--- config.mk ---
export PLATFORM = sky130hd
export DESIGN_NAME = fscp_core
export DESIGN_NICKNAME = d
export VERILOG_FILES = /design/src/pkg/fscp_pkg.sv /design/src/hdl/fscp_core.sv
export SDC_FILE = /design/constraint.sdc
export NUM_CORES = 1
export LEC_CHECK = 0
export BUFFER_PORTS_ARGS = -buffer_cell sky130_fd_sc_hd__buf_4
export CELL_PAD_IN_SITES_DETAIL_PLACEMENT = 1
export CELL_PAD_IN_SITES_GLOBAL_PLACEMENT = 1
export CORE_MARGIN = 3
export CORE_UTILIZATION = 48
export DETAILED_ROUTE_END_ITERATION = 7
export PLACE_DENSITY_LB_ADDON = 0.1
export REMOVE_ABC_BUFFERS = 1
export SYNTH_ARGS = -nofsm -noshare
export SYNTH_HDL_FRONTEND = slang
export SYNTH_SLANG_ARGS = --single-unit
export TNS_END_PERCENT = 10
--- constraint.sdc ---
create_clock -name clock_i -period 3.05 [get_ports clock_i]
set_clock_uncertainty 0.1 [all_clocks]
set_input_delay 0.4575 -clock clock_i [delete_from_list [all_inputs] [get_ports clock_i]]
set_output_delay 0.4575 -clock clock_i [all_outputs]
set_load 0.05 [all_outputs]
--- src/pkg/fscp_pkg.sv ---
// Constants and types for the flash status/config protection block.
// Assumes a 100 MHz core clock and a serial host whose pins are sampled.
//
// Overview of operation
// - Origin bit 0 protects top, 1 bottom
// - Origin bit is OTP, never cleared
// - Origin bit changes only via write-status
// - Config bit7 dummy select, bit3 origin
// - Dummy select 1 gives 8, 0 gives 6
// - New config values take effect once written
// - Write-status updates status, and config only when a third byte is sent
// - Write-status sets or clears quad and lock
// - Write-status data leaves latch and busy bits alone
// - Write-status refused in hardware protected mode
// - Chip select off byte boundary rejects command
// - Busy set from chip select rise to end
// - Busy flag readable during register write
// - Write-enable latch cleared at write end
// - Lock 0 or protect pin high allows changes
// - Lock 1, pin low and quad 0 freezes protect bits
// - Program and erase blocked in protected region
// - Only protect pin high leaves hardware mode
// - Quad mode disables hardware protected mode
// - Busy reads 1 for any busy cycle
// - Lock bit non-volatile, default 0
`default_nettype none

package fscp_pkg;

    //------------------------------------------------------------------
    // Clock, commands, bit positions
    //------------------------------------------------------------------
    localparam int unsigned CLK_MHZ     = 100;
    localparam logic [7:0]  OP_WR_ENABLE  = 8'h06;
    localparam logic [7:0]  OP_WR_DISABLE = 8'h04;
    localparam logic [7:0]  OP_RDSTAT     = 8'h05;
    localparam logic [7:0]  OP_WR_STATUS  = 8'h01;
    localparam int unsigned SR_BUSY       = 0;
    localparam int unsigned SR_LATCH      = 1;
    localparam int unsigned SR_BP_LO      = 2;
    localparam int unsigned SR_QE         = 6;
    localparam int unsigned SR_LOCK       = 7;
    localparam int unsigned CFG_ORIGIN    = 3;
    localparam int unsigned CFG_DUMMY     = 7;
    localparam logic [3:0]  DUMMY_LONG    = 4'h8;
    localparam logic [3:0]  DUMMY_SHORT   = 4'h6;
    localparam logic [7:0]  SR_RESET      = 8'h00;
    localparam logic [7:0]  CFG_RESET     = 8'h00;

    //------------------------------------------------------------------
    // Types
    //------------------------------------------------------------------
    typedef struct packed {
        logic cs_b;
        logic sclk;
        logic si;
        logic wp_b;
    } fscp_pins_t;

    typedef enum logic {ST_IDLE, ST_WRITE} fscp_state_t;

endpackage : fscp_pkg

`default_nettype wire

--- src/hdl/fscp_core.sv ---
// Status/configuration register write and protection logic.
// Assumes serial pins arrive asynchronously; rst_b_i acts as power-up.
`default_nettype none

module fscp_core #(
    parameter int unsigned WRITE_TIME_NS = 5000000,
    parameter int unsigned BLOCKS        = 64
) (
    input  wire logic                        clock_i,
    input  wire logic                        rst_b_i,
    input  wire logic                        cs_b_i,
    input  wire logic                        sclk_i,
    input  wire logic                        si_i,
    input  wire logic                        wp_b_i,
    input  wire logic                        array_busy_i,
    input  wire logic [$clog2(BLOCKS)-1:0]   pe_block_i,
    output logic                             so_o,
    output logic                             so_oe_o,
    output logic [7:0]                       status_o,
    output logic [7:0]                       config_o,
    output logic [3:0]                       dummy_cycles_o,
    output logic                             hw_protect_o,
    output logic                             pe_blocked_o
);
    import fscp_pkg::*;

    //------------------------------------------------------------------
    // Derived constants and elaboration checks
    //------------------------------------------------------------------
    localparam int unsigned BLK_W     = $clog2(BLOCKS);
    localparam int unsigned WR_CYCLES = (WRITE_TIME_NS * CLK_MHZ) / 1000;

    generate
        if (BLOCKS < 2 || (1 << BLK_W) != BLOCKS) begin : g_bad_blocks
            $error("BLOCKS must be a power of two of at least 2");
        end
        if (WR_CYCLES < 1) begin : g_bad_time
            $error("WRITE_TIME_NS gives less than one clock cycle");
        end
    endgenerate

    //------------------------------------------------------------------
    // Pin synchronisers and edge detection
    //------------------------------------------------------------------
    fscp_pins_t pins_raw;
    fscp_pins_t sync1_r;
    fscp_pins_t sync2_r;
    logic       sclk_d_r;
    logic       cs_d_r;

    assign pins_raw = '{cs_b: cs_b_i, sclk: sclk_i, si: si_i, wp_b: wp_b_i};

    always_ff @(posedge clock_i or negedge rst_b_i) begin
        if (!rst_b_i) begin
            sync1_r  <= '{cs_b: 1'b1, sclk: 1'b0, si: 1'b0, wp_b: 1'b1};
            sync2_r  <= '{cs_b: 1'b1, sclk: 1'b0, si: 1'b0, wp_b: 1'b1};
            sclk_d_r <= 1'b0;
            cs_d_r   <= 1'b1;
        end else begin
            sync1_r  <= pins_raw;
            sync2_r  <= sync1_r;
            sclk_d_r <= sync2_r.sclk;
            cs_d_r   <= sync2_r.cs_b;
        end
    end

    logic sel;
    logic sclk_rise;
    logic sclk_fall;
    logic cs_rise;

    assign sel       = ~sync2_r.cs_b;
    assign sclk_rise = sync2_r.sclk & ~sclk_d_r;
    assign sclk_fall = ~sync2_r.sclk & sclk_d_r;
    assign cs_rise   = sync2_r.cs_b & ~cs_d_r;

    //------------------------------------------------------------------
    // State
    //------------------------------------------------------------------
    fscp_state_t  state_r,   state_nxt;
    logic [31:0]  timer_r,   timer_nxt;
    logic [7:0]   shift_r,   shift_nxt;
    logic [2:0]   bitcnt_r,  bitcnt_nxt;
    logic [1:0]   nbytes_r,  nbytes_nxt;
    logic [7:0]   opcode_r,  opcode_nxt;
    logic [7:0]   sr_new_r,  sr_new_nxt;
    logic [7:0]   cr_new_r,  cr_new_nxt;
    logic [7:0]   pend_sr_r, pend_sr_nxt;
    logic [7:0]   pend_cr_r, pend_cr_nxt;
    logic         pend_two_r, pend_two_nxt;
    logic         rd_act_r,  rd_act_nxt;
    logic [2:0]   rd_idx_r,  rd_idx_nxt;
    logic         so_r,      so_nxt;
    logic         so_oe_r,   so_oe_nxt;
    logic         latch_r,   latch_nxt;
    logic         lock_r,    lock_nxt;
    logic         qe_r,      qe_nxt;
    logic [3:0]   bp_r,      bp_nxt;
    logic         origin_r,  origin_nxt;
    logic         dsel_r,    dsel_nxt;
    logic [7:0]   status_r,  status_nxt;
    logic [7:0]   config_r,  config_nxt;
    logic [3:0]   dummy_r,   dummy_nxt;
    logic         hwp_r,     hwp_nxt;
    logic         blocked_r, blocked_nxt;

    logic         busy_now;
    logic         hwp_now;
    logic [7:0]   status_now;
    logic [7:0]   byte_in;
    logic         wr_status_ok;
    logic [BLK_W:0] region_sz;

    assign busy_now   = (state_r == ST_WRITE) | array_busy_i;
    assign hwp_now    = lock_r & ~sync2_r.wp_b & ~qe_r;
    assign status_now = {lock_r, qe_r, bp_r, latch_r, busy_now};
    assign byte_in    = {shift_r[6:0], sync2_r.si};
    // A write-status is taken only on a whole byte with a data byte
    assign wr_status_ok = cs_rise && opcode_r == OP_WR_STATUS
                        && bitcnt_r == 3'h0
                        && nbytes_r >= 2'h2 && latch_r && !hwp_now
                        && state_r == ST_IDLE && !array_busy_i;

    //------------------------------------------------------------------
    // Next-state logic
    //------------------------------------------------------------------
    always_comb begin
        state_nxt    = state_r;
        timer_nxt    = timer_r;
        shift_nxt    = shift_r;
        bitcnt_nxt   = bitcnt_r;
        nbytes_nxt   = nbytes_r;
        opcode_nxt   = opcode_r;
        sr_new_nxt   = sr_new_r;
        cr_new_nxt   = cr_new_r;
        pend_sr_nxt  = pend_sr_r;
        pend_cr_nxt  = pend_cr_r;
        pend_two_nxt = pend_two_r;
        rd_act_nxt   = rd_act_r;
        rd_idx_nxt   = rd_idx_r;
        so_nxt       = so_r;
        so_oe_nxt    = so_oe_r;
        latch_nxt    = latch_r;
        lock_nxt     = lock_r;
        qe_nxt       = qe_r;
        bp_nxt       = bp_r;
        origin_nxt   = origin_r;
        dsel_nxt     = dsel_r;

        // Serial shifter, sampled on rising serial clock
        if (sel) begin
            if (sclk_rise) begin
                shift_nxt  = byte_in;
                bitcnt_nxt = bitcnt_r + 3'h1;
                if (bitcnt_r == 3'h7) begin
                    case (nbytes_r)
                        2'h0: begin
                            opcode_nxt = byte_in;
                            rd_act_nxt = (byte_in == OP_RDSTAT);
                        end
                        2'h1: sr_new_nxt = byte_in;
                        2'h2: cr_new_nxt = byte_in;
                        default: ;
                    endcase
                    if (nbytes_r != 2'h3) begin
                        nbytes_nxt = nbytes_r + 2'h1;
                    end
                end
            end
            // Status read repeats while chip select stays low
            if (sclk_fall && rd_act_r) begin
                so_nxt     = status_now[3'h7 - rd_idx_r];
                so_oe_nxt  = 1'b1;
                rd_idx_nxt = rd_idx_r + 3'h1;
            end
        end else begin
            bitcnt_nxt = 3'h0;
            nbytes_nxt = 2'h0;
            rd_act_nxt = 1'b0;
            rd_idx_nxt = 3'h0;
            so_oe_nxt  = 1'b0;
        end

        // Commands act when chip select rises; busy ignores them
        if (cs_rise && state_r == ST_IDLE && !array_busy_i
            && bitcnt_r == 3'h0 && nbytes_r == 2'h1) begin
            if (opcode_r == OP_WR_ENABLE) begin
                latch_nxt = 1'b1;
            end else if (opcode_r == OP_WR_DISABLE) begin
                latch_nxt = 1'b0;
            end
        end

        case (state_r)
            ST_IDLE: begin
                if (wr_status_ok) begin
                    pend_sr_nxt  = sr_new_r;
                    pend_cr_nxt  = cr_new_r;
                    pend_two_nxt = (nbytes_r == 2'h3);
                    timer_nxt    = WR_CYCLES - 1;
                    state_nxt    = ST_WRITE;
                end
            end
            ST_WRITE: begin
                if (timer_r != 32'h0) begin
                    timer_nxt = timer_r - 32'h1;
                end else begin
                    // Latch and busy bits are not taken from the data
                    lock_nxt  = pend_sr_r[SR_LOCK];
                    qe_nxt    = pend_sr_r[SR_QE];
                    bp_nxt    = pend_sr_r[SR_BP_LO +: 4];
                    if (pend_two_r) begin
                        origin_nxt = origin_r
                                     | pend_cr_r[CFG_ORIGIN];
                        dsel_nxt   = pend_cr_r[CFG_DUMMY];
                    end
                    latch_nxt = 1'b0;
                    state_nxt = ST_IDLE;
                end
            end
            default: state_nxt = ST_IDLE;
        endcase
    end

    //------------------------------------------------------------------
    // Protected region and registered outputs
    //------------------------------------------------------------------
    always_comb begin
        if (bp_r == 4'h0) begin
            region_sz = '0;
        end else if (32'(bp_r) > BLK_W) begin
            region_sz = (BLK_W+1)'(BLOCKS);
        end else begin
            region_sz = (BLK_W+1)'(1) << (bp_r - 4'h1);
        end
        // Origin 0 counts down from the top, 1 up from the bottom
        if (origin_r) begin
            blocked_nxt = {1'b0, pe_block_i} < region_sz;
        end else begin
            blocked_nxt = {1'b0, pe_block_i} >=
                          (BLK_W+1)'(BLOCKS) - region_sz;
        end
        status_nxt = status_now;
        config_nxt = CFG_RESET;
        config_nxt[CFG_DUMMY]  = dsel_r;
        config_nxt[CFG_ORIGIN] = origin_r;
        dummy_nxt  = dsel_r ? DUMMY_LONG : DUMMY_SHORT;
        hwp_nxt    = hwp_now;
    end

    //------------------------------------------------------------------
    // Registers
    //------------------------------------------------------------------
    // Non-volatile bits are modelled as flops cleared at power-up
    always_ff @(posedge clock_i or negedge rst_b_i) begin
        if (!rst_b_i) begin
            state_r    <= ST_IDLE;
            timer_r    <= 32'h0;
            shift_r    <= 8'h00;
            bitcnt_r   <= 3'h0;
            nbytes_r   <= 2'h0;
            opcode_r   <= 8'h00;
            sr_new_r   <= 8'h00;
            cr_new_r   <= 8'h00;
            pend_sr_r  <= 8'h00;
            pend_cr_r  <= 8'h00;
            pend_two_r <= 1'b0;
            rd_act_r   <= 1'b0;
            rd_idx_r   <= 3'h0;
            so_r       <= 1'b0;
            so_oe_r    <= 1'b0;
            latch_r    <= 1'b0;
            lock_r     <= SR_RESET[SR_LOCK];
            qe_r       <= SR_RESET[SR_QE];
            bp_r       <= SR_RESET[SR_BP_LO +: 4];
            origin_r   <= CFG_RESET[CFG_ORIGIN];
            dsel_r     <= CFG_RESET[CFG_DUMMY];
            status_r   <= SR_RESET;
            config_r   <= CFG_RESET;
            dummy_r    <= DUMMY_SHORT;
            hwp_r      <= 1'b0;
            blocked_r  <= 1'b0;
        end else begin
            state_r    <= state_nxt;
            timer_r    <= timer_nxt;
            shift_r    <= shift_nxt;
            bitcnt_r   <= bitcnt_nxt;
            nbytes_r   <= nbytes_nxt;
            opcode_r   <= opcode_nxt;
            sr_new_r   <= sr_new_nxt;
            cr_new_r   <= cr_new_nxt;
            pend_sr_r  <= pend_sr_nxt;
            pend_cr_r  <= pend_cr_nxt;
            pend_two_r <= pend_two_nxt;
            rd_act_r   <= rd_act_nxt;
            rd_idx_r   <= rd_idx_nxt;
            so_r       <= so_nxt;
            so_oe_r    <= so_oe_nxt;
            latch_r    <= latch_nxt;
            lock_r     <= lock_nxt;
            qe_r       <= qe_nxt;
            bp_r       <= bp_nxt;
            origin_r   <= origin_nxt;
            dsel_r     <= dsel_nxt;
            status_r   <= status_nxt;
            config_r   <= config_nxt;
            dummy_r    <= dummy_nxt;
            hwp_r      <= hwp_nxt;
            blocked_r  <= blocked_nxt;
        end
    end

    assign so_o           = so_r;
    assign so_oe_o        = so_oe_r;
    assign status_o       = status_r;
    assign config_o       = config_r;
    assign dummy_cycles_o = dummy_r;
    assign hw_protect_o   = hwp_r;
    assign pe_blocked_o   = blocked_r;
endmodule : fscp_core

`default_nettype wire

==> results of run 1 <==
[cells by family after synthesis]
kind of cell             share of synthesized area
AO/OA/AOI/OAI                               0.0934
flip-flops                                   0.535
XOR/XNOR                                    0.0259
multiplexers                                0.0852
adder cells (fa/ha/maj)                     0.0519
AND/OR/NAND/NOR                              0.169
other                                     0.000740
buffers and inverters                       0.0390
[final cells by class]
cell class,count,area [sq um]
inverters,14,52.6
flip-flops and latches,108,2710
well taps,133,166
multi-input cells,320,2190
clock buffers,9,124
fillers,1095,4360
clock inverters,7,85.1
repair buffers,40,315
[metrics by stage]
stage	instances	util	hold slack, ns
final	631	0.564	0.0823
after global routing	631	0.564	0.0600
after CTS	631	0.564	0.0616
after detailed placement	614	0.542	0.236
after global placement	614	0.542	0.233
after floorplan	442	-	0.0619
[routing by layer]
layer | global-route usage | part of all wire
met1 | 0.277 | 0.48
met2 | 0.333 | 0.48
met3 | 0.0302 | 0.024
met4 | 0.0685 | 0.014
met5 | 0 | 0
[how the worst max path moves through the flow]
stage,startpoint,end,cells past startpoint
finish,bp_r[3]$_DFFE_PN0P_,pe_blocked_o$_DFF_PN0_,10
global route,bp_r[0]$_DFFE_PN0P_,pe_blocked_o$_DFF_PN0_,11
CTS,bp_r[0]$_DFFE_PN0P_,pe_blocked_o$_DFF_PN0_,11
detailed placement,bp_r[0]$_DFFE_PN0P_,pe_blocked_o$_DFF_PN0_,11
global placement,bp_r[0]$_DFFE_PN0P_,pe_blocked_o$_DFF_PN0_,11
floorplan,bitcnt_r[0]$_DFFE_PN0P_,timer_r[2]$_DFFE_PN0P_,7
[placed cells by master, fill, tap and decap left out, types with 3 or more instances in the layout]
cell / instances
buf_4: 38
or2_2: 3
nand2_1: 54
clkbuf_8: 9
o311ai_0: 3
and3_1: 3
dfrtp_1: 101
or3_1: 8
conb_1: 7
mux2_2: 29
nand3_1: 10
o31ai_1: 9
nor2b_1: 6
nand4_1: 3
nor4_1: 8
inv_1: 14
or4_1: 10
o41ai_1: 3
o211ai_1: 7
xnor2_1: 8
ha_1: 21
o21ai_0: 16
nor2_1: 37
xor2_1: 7
nand2b_1: 3
nor3_1: 10
a21oi_1: 16
dfstp_2: 6
mux2i_1: 6
[synth_stat cells, types with 7 or more instances]
cell type,instances
mux2_2,29
buf_4,10
or3_1,8
o21ai_0,16
o211ai_1,7
xor2_1,7
or4_1,10
inv_1,14
nor4_1,9
nor2_1,37
nor3_1,10
xnor2_1,8
nand3_1,10
o31ai_1,9
a21oi_1,16
nand2_1,54
clkbuf_1,13
dfrtp_1,102
ha_1,21
[power by group through the flow]
stage,logic [mW],registers [mW],clock network [mW]
finish,0.139,1.54,0.909
global route,0.158,1.55,0.992
CTS,0.144,1.54,0.935
detailed placement,0.142,1.57,0
global placement,0.134,1.56,0
floorplan,0.0812,1.54,0
[what timing repair did]
action                                  4_1_cts  5_1_grt
gates resized for setup                       0        1
endpoints found under the setup margin        0        1
endpoints found under the hold margin        39        0
hold buffers                                  1        0
[sequential cells by signal, summed over array words and instances, names as in the netlist, 2 cells and up]
signal          cells
sync2_r             3
bp_r                4
status_o            8
sr_new_r            6
sync1_r             4
opcode_r            8
rd_idx_r            3
nbytes_r            2
bitcnt_r            3
dummy_cycles_o      2
cr_new_r            2
shift_r             7
timer_r            32
pend_sr_r           6
pend_cr_r           2
[critical path: stages (launching register included)]
cell and delay [ns]:
dfrtp_1 0.51, nor3_1 0.34, inv_1 0.08, ha_1 0.27, nor3_1 0.21, a21oi_1 0.05, o21ai_0 0.16, ha_1 0.27
a211oi_1 0.22, o21ai_0 0.12, a221o_1 0.32
==> impl_metrics.csv, run 1 <==
group,metric,value,unit
placement,gp_congestion,0.806,
sta,tns,0,ns
logic_synthesis,yosysSeqAreaShare,0.535,
detailed_routing,wl_per_cell,17.0,microns
placement,place_area,5420,sq um
logic_synthesis,netlist_area,5060,sq um
logic_synthesis,synth_top_cell_area_share,0.504,
clock_tree,cts_tree,"done",
logic_synthesis,yosysTopAreaCell,"dfrtp_1",
layout,stdcell_area,5640,sq um
global_routing,grt_max_degree,43,
floorplan,core.rowCount,36,
logic_synthesis,yosys_most_used_dff,"dfrtp_1",
floorplan,chipWidth,109,microns
sta,tightest_slew,0.710,ns
placement,dp_slack,0.191,ns
layout,drive_above_1_share,0.205,
layout,antennaDiodeCount,0,
power,pwr-share-seq,0.594,
floorplan,die_y,109,microns
logic_synthesis,synth_cells,462,
detailed_routing,drtAntennaViolNets,0,
logic_synthesis,synth-edff-count,0,
clock_tree,numCtsBuffers,9,
power,switching_power,0.651,mW
setup_path,crit_type,"flip-flop to flip-flop",
detailed_routing,via_per_inst,5.62,
logic_synthesis,ys_types,57,
sta,worst_slew_margin_rel,0.525,
layout,syn2layout_area_growth,11.4,%
sta,final.setup.worst_slack,0.286,ns
logic_synthesis,synth-warning-count,0,
global_routing,grt.total_usage,0.203,
power,p_int,1.93,mW
global_routing,grt_pass1_wl,18700,microns
clock_tree,clk_transition_reported_paths,0.11,ns
outcome,status,"finished, final reports clean",
power,clkPwrFrac,0.352,
floorplan,io_pins,37,
power,p_per_area,458,nW/um^2
hold_path,hold_path_end,"sync1_r[1]$_DFF_PN0_",
setup_path,worstSetupEndpointType,"flip-flop",
sta,final_max_slew_viol_count,0,
power,comb_power_share,0.054,
global_routing,grt_overflow_total,0,
sta,rsz0062_at_grt,"no",
sta,fmax,362,MHz
detailed_routing,dr.pass1.iters,6,
setup_path,worst_setup_path_start_kind,"flip-flop",
setup_path,rrSetupSlack,0.29,ns
logic_synthesis,ys_ff_latch,108,
layout,layout.nets,527,
setup_path,reg2reg_from,"bp_r[3]$_DFFE_PN0P_",
setup_path,worstPathRequired,3.21,ns
clock_tree,post_cts_buffers,0,
job,max-cap-violations,0,
sta,period_share,0.906,
setup_path,crit_fanout,10,
detailed_routing,drc,0,
sta,period_minus_slack,2.76,ns
detailed_routing,num_vias,3547,
global_routing,antenna_found_initial,0,
clock_tree,cts_max_path_buffers,2,
clock_tree,root_buffer,"clkbuf_8",
clock_tree,clock-sinks,108,
logic_synthesis,synth_area_leaders,"dfrtp_1 (50%), mux2_2 (6.4%), ha_1 (5.2%), nand2_1 (4.0%), dfstp_2 (3.1%)",
setup_path,cp.arrival,2.93,ns
power,power.leakage,2.40,nW
hold_path,holdPathStages,1,
hold_path,hold_path_class,"input pin to flip-flop",
placement,dp_hpwl,7740,microns
detailed_routing,drt-initial-drc-count,184,
power,max-vdd-ir-drop,0.000376,V
hold_path,min_from,"si_i",
global_routing,grt_pass1_vias,3763,
placement,numPortBuffers,29,
floorplan,die_area,11800,sq um
sta,finalSetupViolCount,0,
sta,hold_violations,0,
setup_path,reg2reg_to,"pe_blocked_o$_DFF_PN0_",
setup_path,reg2reg_depth,10,
detailed_routing,wirelength,10700,microns
logic_synthesis,async_reset_ff_frac,1.00,
clock_tree,htreeDepth,3,
power,sw_frac_of_total,0.252,
floorplan,initial_core_util,0.507,
power,finalPower,2.58,mW
logic_synthesis,avgSynthCellArea,11.0,sq um
floorplan,core,10000,sq um
clock_tree,clock_latency,0.37,ns
Power figures use the tool's default switching activity.
==> run 2, diff against run 1 <==
- PLACE_DENSITY: default -> 0.81
- PLACE_DENSITY_LB_ADDON: 0.1 -> default
==> run 2 against run 1 <==
  * The flow now finishes with violations (hold timing)
  * Wire length rose by 5.2%
  * Die area did not move
  * Sequential cell count did not move
  * Global-route usage rose by 0.82 points
  * Hold slack got worse by 0.083 ns
  * Cell area fell by 0.13%
  * Register-to-register slack got worse by 0.09 ns
  * Critical path type unchanged
  * Largest power group unchanged
==> impl_metrics.csv, run 2 (synthesis gave the netlist of run 1 again) <==
group,metric,value,unit
outcome,failed_checks,"hold timing",
sta,final.setup.worst_slack,0.194,ns
floorplan,io_pins,37,
setup_path,worstSetupEndpointType,"flip-flop",
sta,holdWs,-0.000645,ns
setup_path,reg2reg_from,"bp_r[1]$_DFFE_PN0P_",
sta,worst_slew_margin_rel,0.538,
setup_path,worst-path-stages,11,
power,power.leakage,2.40,nW
clock_tree,hold_buffers,0,
power,finalPower,2.55,mW
setup_path,max_stage_delay,0.50,ns
detailed_routing,drtAntennaViolNets,0,
hold_path,hold_path_class,"input pin to asynchronous set/reset pin",
placement,numPortBuffers,29,
placement,place_area,5440,sq um
detailed_routing,num_vias,3612,
floorplan,initial_core_util,0.507,
clock_tree,cts_max_path_buffers,2,
setup_path,crit_type,"flip-flop to flip-flop",
setup_path,reg2reg_depth,11,
clock_tree,htreeDepth,3,
clock_tree,numCtsBuffers,9,
detailed_routing,drc,0,
floorplan,die_y,109,microns
global_routing,grt_overflow_total,0,
setup_path,startpoint,"bp_r[1]$_DFFE_PN0P_",
detailed_routing,wirelength,11300,microns
sta,finalSetupViolCount,0,
floorplan,core,10000,sq um
floorplan,die_area,11800,sq um
floorplan,chipWidth,109,microns
sta,period_minus_slack,2.86,ns
sta,period_share,0.936,
setup_path,crit_fanout,12,
detailed_routing,via_per_inst,5.72,
outcome,status,"finished, violations left",
placement,gp_congestion,0.827,
setup_path,cp.arrival,3.03,ns
layout,antennaDiodeCount,0,
global_routing,grt_max_degree,53,
sta,tightest_slew,0.693,ns
layout,largest_register_ff_count,32,
layout,final_util,0.563,
sta,hold_violations,2,
placement,dp_hpwl,8320,microns
job,max-cap-violations,0,
layout,regMostFlops,"timer_r",
layout,layout.nets,528,
setup_path,critPathBufInv,1,
layout,drive_above_1_share,0.208,
power,p_per_area,452,nW/um^2
global_routing,grt.total_usage,0.211,
power,max-vdd-ir-drop,0.000296,V
setup_path,worstPathRequired,3.22,ns
setup_path,worst_setup_path_start_kind,"flip-flop",
layout,final_common_cell,"dfrtp_1",
clock_tree,clk_transition_reported_paths,0.10,ns
global_routing,grt_pass1_vias,3853,
sta,final_max_slew_viol_count,0,
layout,final_cell_mix,"dfrtp_1 (102), nand2_1 (54), buf_4 (40)",
detailed_routing,wl_per_cell,17.8,microns
global_routing,antenna_found_initial,0,
clock_tree,clock-sinks,108,
setup_path,path_cells,"nand2b_1, nor3_2, inv_1, ha_1, nor3_1, a21oi_1, o21ai_0, ha_1, a211oi_1, o21ai_0, a221o_1",
setup_path,crit_slowest_cell,"dfrtp_1",
detailed_routing,dr.pass1.iters,4,
clock_tree,clock_latency,0.38,ns
layout,stdcell_area,5630,sq um
global_routing,grt_pass1_wl,19600,microns
clock_tree,cts_tree,"done",
layout,syn2layout_area_growth,11.2,%
sta,fmax,350,MHz
clock_tree,root_buffer,"clkbuf_8",
detailed_routing,drt-initial-drc-count,150,
setup_path,critPathTopFamily,"compound AO/OA/AOI/OAI gates",
placement,dp_slack,0.139,ns
floorplan,core.rowCount,36,
run 2: final timing paths:
path,endpoint,slack (ns)
setup / recovery,pe_blocked_o$_DFF_PN0_,0.19
hold / removal,timer_r[24]$_DFFE_PN0P_,-0.0006
setup reg to reg,pe_blocked_o$_DFF_PN0_,0.19
hold reg to reg,sync2_r[0]$_DFF_PN1_,0.26
max in group asynchronous,dummy_cycles_o[2]$_DFF_PN1_,2.08
min in group clock_i,sync1_r[3]$_DFF_PN1_,0.07
run 2: layout make-up:
cell class | instances | area, sq um
fill | 1111 | 4370
sequential | 108 | 2710
multi-input combinational | 320 | 2190
timing repair buffer | 41 | 320
tap | 133 | 166
clock buffer | 10 | 138
clock inverter | 6 | 55.1
inverter | 14 | 52.6
run 2: metal layers:
metal  global-route usage  part of all wire
met2                0.356              0.51
met3               0.0278             0.023
met1                0.280              0.45
met4               0.0775             0.018
met5                    0                 0
run 2: report_power, final:
group          switching (mW)  internal, mW  total [mW]
Combinational          0.0812        0.0620       0.143
Sequential             0.0601          1.48        1.54
Clock                   0.527         0.338       0.866
Total                   0.669          1.88        2.55
run 2: repair_timing:
action,CTS,global route
setup endpoints to repair,0,1
setup buffers,0,0
resized for setup,0,1
run 2: metrics by stage:
step | setup TNS (ns) | instances
CTS | 0 | 632
detailed placement | 0 | 616
global placement | 0 | 616
global route | -0.0104 | 632
finish | 0 | 632
floorplan | -1.57 | 442
==> run 3, diff against run 2 <==
- CORE_UTILIZATION: 48 -> 40
- PLACE_DENSITY: 0.81 -> 0.7
- clock period: 3.05 -> 3.6 ns (I/O delays scaled with it)
==> run 3 against run 2 <==
  * The run now ends clean
  * Register-to-register slack better by 0.45 ns
  * Setup slack better by 0.45 ns
  * Via count is 1.3% lower
  * Critical path depth is 6 lower
  * Sequential cell count stayed put
  * Power is 6.4% lower
  * Fmax is 3.5% lower
  * Global-route usage is 5.3 points lower
  * Utilization is 9.6 points lower
  * Sequential share of layout area is 0.66 points lower
  * Sequential power is 15% lower
==> impl_metrics.csv, run 3 (synthesis gave the netlist of run 1 again) <==
group,metric,value,unit
layout,antennaDiodeCount,0,
floorplan,initial_core_util,0.415,
global_routing,grt_pass1_vias,3755,
placement,dpl.cell_count,644,
sta,tns,0,ns
floorplan,core.rowCount,40,
placement,numPortBuffers,29,
power,power.leakage,2.40,nW
layout,layout.nets,521,
detailed_routing,via_per_inst,5.40,
layout,regMostFlops,"timer_r",
sta,worst_slew_margin_rel,0.354,
detailed_routing,drc,0,
layout,fill_cells,1375,
placement,dp_slack,0.696,ns
power,max-vdd-ir-drop,0.000319,V
global_routing,grt_pass1_wl,18300,microns
layout,drive_above_1_share,0.193,
layout,final_common_cell,"dfrtp_1",
layout,syn2layout_area_growth,12.8,%
floorplan,chipWidth,119,microns
clock_tree,root_buffer,"clkbuf_16",
detailed_routing,wl_per_cell,16.0,microns
clock_tree,clock_latency,0.35,ns
clock_tree,post_cts_buffers,0,
sta,period_share,0.822,
power,p_per_area,418,nW/um^2
floorplan,io_pins,37,
sta,fmax,338,MHz
clock_tree,clk_transition_reported_paths,0.08,ns
clock_tree,numCtsBuffers,9,
sta,hold_violations,0,
detailed_routing,wirelength,10500,microns
detailed_routing,drt-initial-drc-count,173,
sta,rsz0062_at_grt,"no",
detailed_routing,num_vias,3566,
sta,period_minus_slack,2.96,ns
layout,instances_no_fill,660,
floorplan,die_y,119,microns
clock_tree,hold_buffers,0,
hold_path,hold_path_class,"input pin to asynchronous set/reset pin",
clock_tree,clock-sinks,108,
floorplan,die_area,14000,sq um
global_routing,grt_max_degree,109,
floorplan,core,12200,sq um
placement,gp_congestion,0.774,
sta,final.setup.worst_slack,0.640,ns
global_routing,antenna_found_initial,0,
global_routing,grt.total_usage,0.158,
setup_path,crit_type,"flip-flop to flip-flop",
clock_tree,cts_tree,"done",
clock_tree,cts_max_path_buffers,2,
clock_tree,cts_resized,0,
setup_path,worstPathRequired,3.72,ns
detailed_routing,drtAntennaViolNets,0,
sta,tightest_slew,0.969,ns
global_routing,grt_overflow_total,0,
detailed_routing,dr.pass1.iters,4,
layout,final_cell_mix,"dfrtp_1 (102), nand2_1 (54), nor2_1 (37)",
setup_path,worst_setup_path_start_kind,"flip-flop",
layout,largest_register_ff_count,32,
placement,dp_hpwl,7240,microns
sta,finalSetupViolCount,0,
sta,final_max_slew_viol_count,0,
setup_path,crit_fanout,12,
setup_path,cp.arrival,3.08,ns
clock_tree,htreeDepth,3,
job,max-cap-violations,0,
outcome,status,"finished, final reports clean",
setup_path,worstSetupEndpointType,"flip-flop",
-- run 3: cell count changes in the layout (fill, tap and decap cells not counted), sizes merged --
| cell | before | now |
|---|---|---|
| buf | 41 | 34 |
-- run 3: final cells by class --
class	count	area (sq um)	share of cell area
tap	168	210	0.0368
clock buffer	10	229	0.0401
multi-input combinational	320	2190	0.383
timing repair buffer	34	268	0.0469
sequential	108	2710	0.474
clock inverter	6	56.3	0.00986
inverter	14	52.6	0.00920
-- run 3: where the power goes --
part	internal (mW)	switching, mW
combinational	0.0505	0.0635
sequential	1.25	0.0545
clock	0.487	0.478
-- run 3: critical path, cell delays in order (launching register included) --
cell and delay, ns:
dfrtp_1 0.43, or4_1 0.68, or4_4 0.56, nor3_1 0.63, o311ai_0 0.28, o41ai_1 0.15
-- run 3: metal layers --
layer | part of all wire | track usage | up-vias
li1 | - | - | 1685
met5 | 0 | 0 | -
met4 | 0.0091 | 0.0478 | 0
met2 | 0.49 | 0.264 | 45
met1 | 0.47 | 0.210 | 1829
met3 | 0.029 | 0.0282 | 7
-- run 3: worst paths after layout --
kind | startpoint | to | slack [ns] | cells after the start
max | timer_r[21]$_DFFE_PN0P_ | timer_r[11]$_DFFE_PN0P_ | 0.64 | 5
max in group asynchronous | rst_b_i | timer_r[19]$_DFFE_PN0P_ | 2.82 | 2
min | rst_b_i | rd_idx_r[0]$_DFFE_PN0P_ | 0.14 | 2
max reg2reg | timer_r[21]$_DFFE_PN0P_ | timer_r[11]$_DFFE_PN0P_ | 0.64 | 5
min reg2reg | sync1_r[1]$_DFF_PN0_ | byte_in[0]$_DFF_PN0_ | 0.25 | 0
min in group clock_i | si_i | sync1_r[1]$_DFF_PN0_ | 0.19 | 1
-- run 3: stage by stage --
step                hold WS [ns]  cell area (sq um)   util  total power, mW
finish                     0.136               5710  0.468             2.39
global route               0.177               5710  0.468             2.49
CTS                        0.188               5710  0.468             2.41
detailed placement         0.236               5430  0.444             1.45
global placement           0.233               5430  0.444             1.44
floorplan                  0.144               4940      -             1.38
